[src/include/bmp_pkg.sv]
// Package with register map, field layout and timing constants of the modulation and pace block.
package bmp_pkg;

  // ----------------------------------------------------------------
  // Register map
  // ----------------------------------------------------------------
  localparam logic [7:0] ADDR_STATUS          = 8'h0F;
  localparam logic [7:0] ADDR_GENERAL_CONFIG  = 8'h10;
  localparam logic [7:0] ADDR_IMPEDANCE_CFG   = 8'h18;
  localparam logic [7:0] ADDR_RESYNC_COMMAND  = 8'h09;
  localparam logic [7:0] ADDR_PACE_CONFIG     = 8'h1A;

  localparam int DATA_W = 24;

  localparam logic [23:0] RST_GENERAL_CONFIG = 24'h000000;
  localparam logic [23:0] RST_IMPEDANCE_CFG  = 24'h000800;
  localparam logic [23:0] RST_PACE_CONFIG    = 24'h000055;

  // ----------------------------------------------------------------
  // Field positions
  // ----------------------------------------------------------------
  localparam int GEN_MSTR_LSB  = 0;
  localparam int GEN_IMP_ON    = 2;
  localparam int GEN_PACE_ON   = 3;
  localparam int IMP_MOD_FREQ_CODE_LSB = 8;
  localparam int IMP_DRIVE_CURRENT_MAGNITUDE_LSB = 4;
  localparam int IMP_AHPF_LSB  = 14;
  localparam int ST_DRIVE_CURRENT_MAGNITUDE_BAD  = 0;
  localparam int ST_PACE_OK    = 1;
  localparam int ST_MOD_LEVEL  = 2;
  localparam int PACE_POL_BIT  = 23;
  localparam int PACE_DIFF_BIT = 19;
  localparam int PACE_GAIN_LSB = 16;
  localparam int PACE_LBW_BIT  = 14;
  localparam int PACE_AOUT_LSB = 12;
  localparam int PACE_DACP_LSB = 4;
  localparam int PACE_DACN_LSB = 0;

  // ----------------------------------------------------------------
  // Modulation timing
  // ----------------------------------------------------------------
  // The reference tick runs at this many times the selected master rate.
  localparam longint REF_MULT    = 20;
  localparam longint MCLK_HZ     = 100000000;
  localparam longint MSTR_HZ_0   = 32768;
  localparam longint MSTR_HZ_1   = 32000;
  localparam longint MSTR_HZ_2   = 32000;
  localparam longint MSTR_HZ_3   = 31968;
  localparam int     PER_W       = 13;
  localparam int     ACC_W       = 32;

  localparam logic [31:0] INC_0 = 32'((REF_MULT * MSTR_HZ_0 * (64'd1 << 32)) / MCLK_HZ);
  localparam logic [31:0] INC_1 = 32'((REF_MULT * MSTR_HZ_1 * (64'd1 << 32)) / MCLK_HZ);
  localparam logic [31:0] INC_2 = 32'((REF_MULT * MSTR_HZ_2 * (64'd1 << 32)) / MCLK_HZ);
  localparam logic [31:0] INC_3 = 32'((REF_MULT * MSTR_HZ_3 * (64'd1 << 32)) / MCLK_HZ);

  // Output periods in reference ticks, indexed by the modulation code.
  localparam logic [12:0] PER_X4    = 13'h0005;
  localparam logic [12:0] PER_OFF1  = 13'h0008;
  localparam logic [12:0] PER_OFF2  = 13'h0010;
  localparam logic [12:0] PER_OFF3  = 13'h0024;
  localparam logic [12:0] PER_DIV4  = 13'h0050;
  localparam logic [12:0] PER_MAX   = 13'h1400;

  localparam logic [3:0] CODE_X4   = 4'h0;
  localparam logic [3:0] CODE_OFF1 = 4'h1;
  localparam logic [3:0] CODE_OFF2 = 4'h2;
  localparam logic [3:0] CODE_OFF3 = 4'h3;
  localparam logic [3:0] CODE_DIV4 = 4'h4;
  localparam logic [3:0] CODE_DIV8 = 4'h5;
  localparam logic [3:0] CODE_D16  = 4'h6;
  localparam logic [3:0] CODE_D128 = 4'h9;

  localparam logic [2:0] MAG_96UA  = 3'h7;
  localparam logic [2:0] MAG_32UA  = 3'h3;
  localparam logic [2:0] MAG_16UA  = 3'h2;
  localparam logic [2:0] MAG_8UA   = 3'h1;

  // Settings handed to the shared pace and impedance analog front end.
  typedef struct packed {
    logic [1:0] shared_analog_highpass_sel;
    logic       pace_polarity_inv;
    logic       pace_diff_off;
    logic [2:0] pace_gain;
    logic       pace_aout_lbw;
    logic [1:0] pace_aout_sel;
    logic [3:0] pace_dac_pos;
    logic [3:0] pace_dac_neg;
  } bmp_shared_fe_t;

  // Register port request.
  typedef struct packed {
    logic [7:0]  addr;
    logic [23:0] wdata;
    logic        wr;
    logic        rd;
  } bmp_reg_req_t;

endpackage : bmp_pkg

[src/core/bmp_modulation_pace.sv]
// Modulation clock generator, drive limits and pace configuration register bank.
//
// The strobed register port is this design's own decision.
`timescale 1ns/100ps
// Overview of operation
// - The modulation clock is four times the master rate for code 0, divides by 4 to 128 for codes 4 to 9, and by 256 above.
// - Codes 1 to 3 give 2.5, 1.25 and 1/1.8 times the master rate, 32,768 Hz for setting 3.
// - The 24-bit pace configuration register sits at offset 0x1A, is read and written there, and drives the pace channel.
// - The shared front end takes its settings from both the pace and the impedance configuration registers.
// - A write to the pace or impedance configuration may break the combined stream, which is signalled and not hidden.
// - A resync command restores internal synchronisation by restarting the modulation phase.
// - The high-pass selection reaches the shared front end even while the impedance channel is off.
// - Pace detection is enabled only with modulation codes 1 and 2 and is inoperable otherwise.
module bmp_modulation_pace (
  input  wire logic                   mclk_i,
  input  wire logic                   reset_i,
  input  wire logic [7:0]             reg_addr_i,
  input  wire logic [23:0]            reg_wdata_i,
  input  wire logic                   reg_wr_i,
  input  wire logic                   reg_rd_i,
  output logic      [23:0]            reg_rdata_o,
  output logic                        mod_clk_o,
  output logic      [2:0]             drive_current_magnitude_o,
  output logic                        impedance_channel_on_o,
  output logic                        pace_enable_o,
  output bmp_pkg::bmp_shared_fe_t     shared_fe_o,
  output logic                        stream_disturb_o,
  output logic                        resync_pulse_o
);

  // ----------------------------------------------------------------
  // Register port decode
  // ----------------------------------------------------------------
  bmp_pkg::bmp_reg_req_t req;
  assign req = '{addr: reg_addr_i, wdata: reg_wdata_i, wr: reg_wr_i, rd: reg_rd_i};

  logic [23:0] general_config;
  logic [23:0] impedance_channel_config;
  logic [23:0] pace_detect_config;
  logic [23:0] status_word;
  logic [23:0] next_rdata;

  wire sel_gen    = (req.addr == bmp_pkg::ADDR_GENERAL_CONFIG);
  wire sel_imp    = (req.addr == bmp_pkg::ADDR_IMPEDANCE_CFG);
  wire sel_pace   = (req.addr == bmp_pkg::ADDR_PACE_CONFIG);
  wire sel_resync = (req.addr == bmp_pkg::ADDR_RESYNC_COMMAND);
  wire sel_status = (req.addr == bmp_pkg::ADDR_STATUS);

  wire wr_gen     = req.wr & sel_gen;
  wire wr_imp     = req.wr & sel_imp;
  wire wr_pace    = req.wr & sel_pace;
  wire wr_resync  = req.wr & sel_resync;

  wire [1:0] master_clock_sel = general_config[bmp_pkg::GEN_MSTR_LSB +: 2];
  wire       pace_requested   = general_config[bmp_pkg::GEN_PACE_ON];
  wire [3:0] mod_freq_code    = impedance_channel_config[bmp_pkg::IMP_MOD_FREQ_CODE_LSB +: 4];
  wire [2:0] drive_mag        = impedance_channel_config[bmp_pkg::IMP_DRIVE_CURRENT_MAGNITUDE_LSB +: 3];

  // ----------------------------------------------------------------
  // Registers
  // ----------------------------------------------------------------
  always_ff @(posedge mclk_i or posedge reset_i) begin
    if (reset_i) begin
      general_config           <= bmp_pkg::RST_GENERAL_CONFIG;
      impedance_channel_config <= bmp_pkg::RST_IMPEDANCE_CFG;
      pace_detect_config       <= bmp_pkg::RST_PACE_CONFIG;
    end else begin
      if (wr_gen) begin
        general_config <= req.wdata;
      end
      if (wr_imp) begin
        impedance_channel_config <= req.wdata;
      end
      if (wr_pace) begin
        pace_detect_config <= req.wdata;
      end
    end
  end

  // ----------------------------------------------------------------
  // Drive magnitude limit check
  // ----------------------------------------------------------------
  logic mag_allowed;
  always_comb begin
    mag_allowed = 1'b1;
    if (mod_freq_code <= bmp_pkg::CODE_OFF3) begin
      mag_allowed = 1'b1;
    end else if (mod_freq_code == bmp_pkg::CODE_DIV4) begin
      mag_allowed = (drive_mag != bmp_pkg::MAG_96UA);
    end else if (mod_freq_code == bmp_pkg::CODE_DIV8) begin
      mag_allowed = (drive_mag <= bmp_pkg::MAG_32UA);
    end else if (mod_freq_code == bmp_pkg::CODE_D16) begin
      mag_allowed = (drive_mag <= bmp_pkg::MAG_16UA);
    end else begin
      mag_allowed = (drive_mag <= bmp_pkg::MAG_8UA);
    end
  end

  // ----------------------------------------------------------------
  // Master reference tick
  // ----------------------------------------------------------------
  // A phase accumulator turns the 100 MHz clock into ticks at twenty
  // times the selected master rate; its jitter is one mclk period.
  logic [31:0] acc;
  logic [31:0] acc_inc;
  logic [32:0] acc_sum;
  logic        ref_tick;

  // The 31,968 Hz setting keeps the 32,768 Hz offset rates, so those
  // codes borrow the faster tick instead of scaling down with the master.
  wire offset_code = (mod_freq_code >= bmp_pkg::CODE_OFF1) &&
                     (mod_freq_code <= bmp_pkg::CODE_OFF3);

  always_comb begin
    case (master_clock_sel)
      2'h0:    acc_inc = bmp_pkg::INC_0;
      2'h1:    acc_inc = bmp_pkg::INC_1;
      2'h2:    acc_inc = bmp_pkg::INC_2;
      default: acc_inc = offset_code ? bmp_pkg::INC_0 : bmp_pkg::INC_3;
    endcase
  end

  assign acc_sum = {1'b0, acc} + {1'b0, acc_inc};

  always_ff @(posedge mclk_i or posedge reset_i) begin
    if (reset_i) begin
      acc      <= 32'h00000000;
      ref_tick <= 1'b0;
    end else begin
      acc      <= acc_sum[31:0];
      ref_tick <= acc_sum[32];
    end
  end

  // ----------------------------------------------------------------
  // Modulation divider
  // ----------------------------------------------------------------
  logic [12:0] period;
  always_comb begin
    case (mod_freq_code)
      bmp_pkg::CODE_X4:   period = bmp_pkg::PER_X4;
      bmp_pkg::CODE_OFF1: period = bmp_pkg::PER_OFF1;
      bmp_pkg::CODE_OFF2: period = bmp_pkg::PER_OFF2;
      bmp_pkg::CODE_OFF3: period = bmp_pkg::PER_OFF3;
      default: begin
        if (mod_freq_code > bmp_pkg::CODE_D128) begin
          period = bmp_pkg::PER_MAX;
        end else begin
          period = 13'(bmp_pkg::PER_DIV4 << (mod_freq_code - bmp_pkg::CODE_DIV4));
        end
      end
    endcase
  end

  logic [3:0]  code_seen;
  logic [12:0] phase_cnt;
  logic [12:0] next_phase;
  logic        next_mod;
  wire         code_changed = (code_seen != mod_freq_code);
  wire         last_phase   = (phase_cnt >= period - 13'h0001);

  // Restarting the phase on a code change or resync keeps the output
  // glitch-free at the new ratio instead of finishing a stale period.
  always_comb begin
    next_phase = phase_cnt;
    if (wr_resync || code_changed) begin
      next_phase = 13'h0000;
    end else if (ref_tick) begin
      next_phase = last_phase ? 13'h0000 : phase_cnt + 13'h0001;
    end
  end

  assign next_mod = (next_phase < (period >> 1)) ? 1'b0 : 1'b1;

  always_ff @(posedge mclk_i or posedge reset_i) begin
    if (reset_i) begin
      code_seen <= bmp_pkg::RST_IMPEDANCE_CFG[bmp_pkg::IMP_MOD_FREQ_CODE_LSB +: 4];
      phase_cnt <= 13'h0000;
      mod_clk_o <= 1'b0;
    end else begin
      code_seen <= mod_freq_code;
      phase_cnt <= next_phase;
      mod_clk_o <= next_mod;
    end
  end

  // ----------------------------------------------------------------
  // Front end settings and events
  // ----------------------------------------------------------------
  wire pace_code_ok = (mod_freq_code == bmp_pkg::CODE_OFF1) ||
                      (mod_freq_code == bmp_pkg::CODE_OFF2);

  always_ff @(posedge mclk_i or posedge reset_i) begin
    if (reset_i) begin
      drive_current_magnitude_o <= 3'h0;
      impedance_channel_on_o    <= 1'b0;
      pace_enable_o             <= 1'b0;
      shared_fe_o               <= '0;
      stream_disturb_o          <= 1'b0;
      resync_pulse_o            <= 1'b0;
    end else begin
      drive_current_magnitude_o <= drive_mag;
      impedance_channel_on_o    <= general_config[bmp_pkg::GEN_IMP_ON];
      pace_enable_o             <= pace_requested & pace_code_ok;
      // The high-pass selection is not gated by the channel enable.
      shared_fe_o.shared_analog_highpass_sel <=
        impedance_channel_config[bmp_pkg::IMP_AHPF_LSB +: 2];
      shared_fe_o.pace_polarity_inv <= pace_detect_config[bmp_pkg::PACE_POL_BIT];
      shared_fe_o.pace_diff_off     <= pace_detect_config[bmp_pkg::PACE_DIFF_BIT];
      shared_fe_o.pace_gain         <= pace_detect_config[bmp_pkg::PACE_GAIN_LSB +: 3];
      shared_fe_o.pace_aout_lbw     <= pace_detect_config[bmp_pkg::PACE_LBW_BIT];
      shared_fe_o.pace_aout_sel     <= pace_detect_config[bmp_pkg::PACE_AOUT_LSB +: 2];
      shared_fe_o.pace_dac_pos      <= pace_detect_config[bmp_pkg::PACE_DACP_LSB +: 4];
      shared_fe_o.pace_dac_neg      <= pace_detect_config[bmp_pkg::PACE_DACN_LSB +: 4];
      stream_disturb_o <= wr_pace | wr_imp;
      resync_pulse_o   <= wr_resync;
    end
  end

  // ----------------------------------------------------------------
  // Read path
  // ----------------------------------------------------------------
  always_comb begin
    status_word = 24'h000000;
    status_word[bmp_pkg::ST_DRIVE_CURRENT_MAGNITUDE_BAD] = ~mag_allowed;
    status_word[bmp_pkg::ST_PACE_OK]   = pace_code_ok;
    status_word[bmp_pkg::ST_MOD_LEVEL] = mod_clk_o;
  end

  assign next_rdata = sel_gen    ? general_config :
                      sel_imp    ? impedance_channel_config :
                      sel_pace   ? pace_detect_config :
                      sel_status ? status_word : 24'h000000;

  always_ff @(posedge mclk_i or posedge reset_i) begin
    if (reset_i) begin
      reg_rdata_o <= 24'h000000;
    end else begin
      reg_rdata_o <= req.rd ? next_rdata : 24'h000000;
    end
  end

endmodule : bmp_modulation_pace

[config.mk]
export PLATFORM = sky130hd
export DESIGN_NAME = bmp_modulation_pace
export DESIGN_NICKNAME = d
export VERILOG_FILES = /design/src/include/bmp_pkg.sv /design/src/core/bmp_modulation_pace.sv
export SDC_FILE = /design/constraint.sdc
export NUM_CORES = 1
export LEC_CHECK = 0
export BUFFER_PORTS_ARGS = -buffer_cell sky130_fd_sc_hd__buf_2
export CORE_MARGIN = 10
export CORE_UTILIZATION = 45
export DETAILED_ROUTE_END_ITERATION = 16
export GPL_TIMING_DRIVEN = 0
export PLACE_DENSITY = 0.66
export SYNTH_ARGS = -nofsm -noshare
export SYNTH_HDL_FRONTEND = slang
export SYNTH_SLANG_ARGS = --single-unit
[constraint.sdc]
create_clock -name mclk_i -period 4.8 [get_ports mclk_i]
set_input_delay 0.48 -clock mclk_i [delete_from_list [all_inputs] [get_ports mclk_i]]
set_output_delay 0.48 -clock mclk_i [all_outputs]
set_load 0.1 [all_outputs]
# --- After elaboration in Yosys (flattened, before gate mapping) ---
# Index checks and enable logic that the tools add are counted.
classes:
  add_sub_neg: 4
  magnitude_cmp: 8
  n_eq_ne: 15
  shift: 1
  mux: 17
  bitwise: 7
  n_reduce_logical: 6
op_table:
  columns: ["op", "n"]
  rows:
  - ["24-bit two-way mux", 4]
  - ["13-bit two-way mux", 4]
  - ["13-bit one-hot mux with 4 select lines", 1]
  - ["20-bit one-hot mux with 2 select lines", 1]
  - ["32-bit by 32-bit adder with 33-bit output", 1]
  - ["8-bit by 5-bit == test with 1-bit output, second input constant", 3]
  - ["20-bit two-way mux", 1]
  - ["8-bit by 4-bit == test with 1-bit output, second input constant", 2]
  - ["13-bit by 1-bit adder with 13-bit output, second input constant", 1]
  - ["13-bit >= comparator", 1]
  - ["13-bit by 12-bit < comparator with 1-bit output", 1]
  - ["7-bit by 4-bit << shifter with 13-bit output, first input constant", 1]
  - ["13-bit by 1-bit subtractor with 13-bit output, second input constant", 1]
  - ["4-bit by 3-bit == test with 1-bit output, second input constant", 3]
  - ["4-bit by 2-bit == test with 1-bit output, second input constant", 2]
  - ["3-bit by 2-bit less-or-equal comparator with 1-bit output, second input constant", 2]
  - ["1-bit bitwise AND", 5]
  - ["1-bit two-way mux", 5]
  - ["4-bit by 1-bit == test with 1-bit output, second input constant", 1]
  - ["4-bit by 1-bit >= comparator with 1-bit output, second input constant", 1]
  - ["4-bit > comparator, second input constant", 1]
  - ["4-bit by 2-bit less-or-equal comparator with 1-bit output, second input constant", 1]
  - ["4-bit zero test", 1]
  - ["4-bit != test", 1]
  - ["12 further kinds", 13]
word_totals:
  reg_bits: 172
  in_bits: 36
  out_inout_bits: 50
  wordCells: 80

# --- Logic depth before layout (Yosys ltp) ---
logic_depth:
  depth_word: 11
  depth_mapped: 26
  depth_no_buf: 24

# --- Worst setup path before layout ---
# Ideal clock, no wire load.
synth_path:
  path_kind: "register to register"
  startpoint: "register impedance_channel_config[10]"
  endpoint: "register mod_clk_o"
  setup_time_ns: 0.131
  arrival_ns: 5.008
  t_required_ns: 4.669
  path_slack_ns: -0.339
  path_stages_with_launch: 27
  n_path_buf: 4
  synth_period_minus_slack_ns: 5.139
  path_cell_list: "dfrtp_1 > clkbuf_1 > inv_1 > ha_1 > clkbuf_1 > nand2_1 > or3_1 > clkbuf_1 > o2111ai_1 > and3b_1 > xor2_1 > ha_1 > a21o_1 > a21o_1 > a21o_1 > a21o_1 > a31o_2 > clkbuf_1 > nor2_1 > ha_1 > o21a_1 > o21a_1 > o21ai_0 > nand2_1 > o2111ai_1 > a31oi_1 > or3_1"
synth_via:
  elab_chain_cells: 11
  word_cells_on_any_way: 18
  cone_classes: "2 x add/sub; 3 x order compare; 4 x eq/ne; 1 x shift; 6 x mux; 2 x reduce/logical"
synth_rtl:
  columns: ["item", "line_no", "source"]
  rows:
  - ["start, declared", "bmp_modulation_pace.sv:38", "logic [23:0] impedance_channel_config;"]
  - ["start signal, assigned", "bmp_modulation_pace.sv:65", "impedance_channel_config <= bmp_pkg::RST_IMPEDANCE_CFG;"]
  - ["start signal, assigned", "bmp_modulation_pace.sv:72", "impedance_channel_config <= req.wdata;"]
  - ["4-bit by 3-bit subtractor with 4-bit output", "bmp_modulation_pace.sv:149", "period = 13'(bmp_pkg::PER_DIV4 << (mod_freq_code - bmp_pkg::CODE_DIV4));"]
  - ["7-bit by 4-bit << shifter with 13-bit output", "bmp_modulation_pace.sv:149", null]
  - ["13-bit two-way mux", "bmp_modulation_pace.sv:146", "if (mod_freq_code > bmp_pkg::CODE_D128) begin"]
  - ["13-bit one-hot mux with 4 select lines", "bmp_modulation_pace.sv:140", "case (mod_freq_code)"]
  - ["13-bit by 1-bit subtractor with 13-bit output", "bmp_modulation_pace.sv:160", "wire last_phase = (phase_cnt >= period - 13'h0001);"]
  - ["13-bit >= comparator", "bmp_modulation_pace.sv:160", null]
  - ["13-bit two-way mux", "bmp_modulation_pace.sv:169", "next_phase = last_phase ? 13'h0000 : phase_cnt + 13'h0001;"]
  - ["13-bit two-way mux", "bmp_modulation_pace.sv:168", "end else if (ref_tick) begin"]
  - ["13-bit two-way mux *", "bmp_modulation_pace.sv:166", "if (wr_resync || code_changed) begin"]
  - ["named net next_phase[2]", "bmp_modulation_pace.sv:157", "logic [12:0] next_phase;"]
  - ["13-bit by 12-bit < comparator with 1-bit output *", "bmp_modulation_pace.sv:173", "assign next_mod = (next_phase < (period >> 1)) ? 1'b0 : 1'b1;"]
  - ["1-bit two-way mux *", "bmp_modulation_pace.sv:173", null]
  - ["named net next_mod", "bmp_modulation_pace.sv:158", "logic next_mod;"]
  - ["end signal, assigned", "bmp_modulation_pace.sv:183", "mod_clk_o <= next_mod;"]
  - ["end, declared", "bmp_modulation_pace.sv:22", "output logic mod_clk_o,"]
# The timed path passes the listed nets; every way through them passes the cells marked *.
# A chain may end at the register's enable or synchronous reset.

# --- Final worst setup path ---
# Same ends and word-level chain as after synthesis.

==> impl_metrics.py <==
metrics = {
    "cts": {
        "clk_latency_ps": 440,
        "cts_tree": "built",
        "clockBufferDepth": 2,
        "holdBufCountCts": 0,
        "cts.sinks": 172,
        "cts_inserted_buffers": 17,
        "htreeDepth": 4,
        "clk_pin_slew_worst_paths_ps": 80,
        "root_buffer": "clkbuf_16",
    },
    "finish": {
        "drive_above_1_share_pct": 30.8,
        "area_growth_pct": 21.3,
        "seq_area_um2": 4310,
        "nNetsFinal": 920,
        "post-route-cell-area_um2": 10000,
        "multi_input_area_um2": 3930,
        "fillCellCount": 1532,
    },
    "place": {
        "portBuffers": 85,
        "post-place-ws_ps": -1030,
        "dp_hpwl_um": 14000,
        "placed_area_um2": 9040,
        "place.gp.congestion": 0.861,
    },
    "floorplan": {
        "dieArea_um2": 24100,
        "num_rows": 49,
        "start_util_pct": 45.8,
        "die_h_um": 155,
        "die_w_um": 155,
        "core_area_um2": 18000,
        "ioPinCount": 86,
    },
    "sta": {
        "setup_viol": 1,
        "hold_viol": 0,
        "timing.final.max_slew_violations": 0,
        "period_needed_ps": 4940,
        "whs_ps": 138,
        "fin_ws_ps": -141,
        "tightestPinTransition_ps": 790,
        "max_slew_margin_pct": 47.3,
        "min_period_over_period_pct": 103,
        "timing.fmax_mhz": 202,
        "rsz0062_at_grt": "true",
        "skew_ps": 12.9,
    },
    "detailed_routing": {
        "firstDrtPassIters": 7,
        "vias_per_cell": 5.56,
        "ant_nets": 0,
        "wl_um": 19600,
        "post_drt_wl_per_cell_um": 18.2,
        "drt_iter0_drc": 462,
        "route.detailed.drc": 0,
        "num_vias": 5993,
    },
    "power_and_ir_drop": {
        "ir_drop_mv": 0.262,
        "leakage_nw": 4.93,
        "p_total_mw": 4.36,
        "powerDensity_nw_per_um2": 435,
    },
    "critical_path": {
        "startpoint_type": "register",
        "path_class": "reg2reg",
        "end_kind": "register",
        "r2r-start": "impedance_channel_config[10]",
        "critPathRequiredTime_ps": 5110,
        "r2r_end": "mod_clk_o",
        "reg2reg_depth": 25,
        "crit_path_start": "impedance_channel_config[10]",
        "rrSetupSlack_ps": -140,
        "critPathArrivalTime_ps": 5260,
        "worstPathMaxFanout": 6,
    },
    "grt": {
        "grt_pass1_wl_um": 32000,
        "grt_max_degree": 44,
        "grt.overflow.total": 0,
        "antenna_found_initial": 2,
        "grt_pass1_vias": 6013,
        "grt_use_total_pct": 16.4,
    },
    "job": {
        "max-cap-violations": 0,
    },
    "yosys": {
        "yosysWarningCount": 0,
        "ys.flop_type": "dfrtp_1",
        "syn-cell-area_um2": 8250,
        "synth_top_area_share_pct": 50.4,
        "synth_nets": 794,
        "syn_inst": 708,
        "synth_area_leaders": "dfrtp_1 50%, mux2_2 9.8%, ha_1 7.4%, xor2_1 3.2%, nor2_1 2.8%",
        "avgSynthCellArea_um2": 11.6,
        "yosys-top-cells-count": "166 x dfrtp_1, 72 x mux2_2, 61 x nor2_1",
        "synth.yosys.seq_area_share_pct": 52.3,
        "synth.distinct_cells": 59,
        "synth-seq-cells": 172,
        "synth_area_leader_cell": "dfrtp_1",
        "synth_edf_count": 0,
        "yosysMostFrequentCell": "dfrtp_1",
        "async_flop_share_pct": 100,
    },
    "run_status": {
        "violations": "setup timing",
        "status": "finished with violations",
    },
    "hold_path": {
        "min_path_type": "in2async",
    },
}
## cell type report
type / count / share of cell area [%]
multi-input combinational: 491 / 39.2
clock inverter: 15 / 1.84
inverter: 20 / 0.825
clock buffer: 17 / 4.25
buffer: 21 / 0.975
antenna: 2 / 0.0500
tap: 229 / 2.86
sequential: 172 / 43.1
timing repair buffer: 111 / 6.86
## worst max-delay path, cell delays in order (launching register included)
cell and delay (ps):
dfrtp_2 380, buf_8 100, clkinvlp_4 160, ha_4 240, nor2_1 110, a21oi_1 50
or3_1 310, or2_2 330, nand2_1 90, o41ai_2 60, a22o_1 200, ha_1 280
nor2b_1 160, a2111oi_4 330, o21ai_2 110, a21oi_2 170, nand3_1 110, a21oi_2 180
ha_1 250, o21a_1 180, o21a_1 160, o21ai_1 150, nand2_1 90, o2111ai_2 70
a31oi_1 110, or3_1 400
## per-layer routing
metal | share of wire [%] | up-vias | wire, um | global-route usage, %
li1 | - | 2829 | - | -
met1 | 45 | 3031 | 8830 | 21.8
met2 | 49 | 112 | 9550 | 26.0
met3 | 4.7 | 19 | 929 | 3.80
met4 | 1.5 | 2 | 295 | 5.35
met5 | 0.066 | - | 13 | 0
## placed cells by master, fill, tap and decap left out, types with 9 or more instances in the layout
master	count
dfrtp_1	165
buf_2	87
mux2_2	72
nor2_1	58
nand2_1	44
ha_1	44
xor2_1	30
a21oi_1	28
buf_4	21
a222oi_1	21
xnor2_1	17
clkbuf_16	17
clkbuf_1	16
inv_1	16
o21ai_0	16
nand3_1	15
a21o_1	12
nand4_1	9
## sequential cells by signal, indices dropped and copies added, names as in the netlist, 3 cells and up
register,flops
shared_fe_o,18
phase_cnt,13
drive_current_magnitude_o,3
acc,32
code_seen,4
pace_detect_config,24
reg_rdata_o,24
impedance_channel_config,24
general_config,24
## where the power goes
part	total, mW	internal (mW)	switching (mW)
sequential	1.78	1.65	0.131
combinational	1.19	0.508	0.679
clock	1.39	0.711	0.683
total	4.36	2.86	1.49
## worst max-delay path by stage
stage | to | depth (start not counted)
finish | mod_clk_o | 25
global route | mod_clk_o | 25
CTS | mod_clk_o | 25
detailed placement | mod_clk_o | 25
global placement | mod_clk_o | 26
floorplan | mod_clk_o | 26
## repair_timing
| action | in CTS | in global routing |
|---|---|---|
| setup buffers | 7 | 15 |
| pin swaps | 7 | 20 |
| gates resized for setup | 32 | 18 |
| setup endpoints to repair | 15 | 5 |
## logic make-up (layout without fill, tap and decap cells)
| logic type | Yosys count | count (layout) | synth area share, % |
|---|---|---|---|
| and+or+nand+nor | 185 | 185 | 11.2 |
| DFF | 172 | 172 | 52.3 |
| AOI/OAI and AO/OA | 134 | 134 | 11.6 |
| muxes | 74 | 74 | 10.1 |
| adders and majority gates | 51 | 51 | 7.80 |
| xor gates and xnor gates | 47 | 47 | 4.99 |
| buffers and inverters | 45 | 184 | 2.06 |
| other | 0 | 2 | 0 |
## through the flow
stage	TNS, ps	std cells	utilization (%)
detailed placement	-4140	1026	50.2
global route	-389	1077	55.5
CTS	-229	1061	54.5
finish	-141	1078	55.5
global placement	-3750	1022	49.7
floorplan	-215	708	-
(Power assumes the default switching activity.)
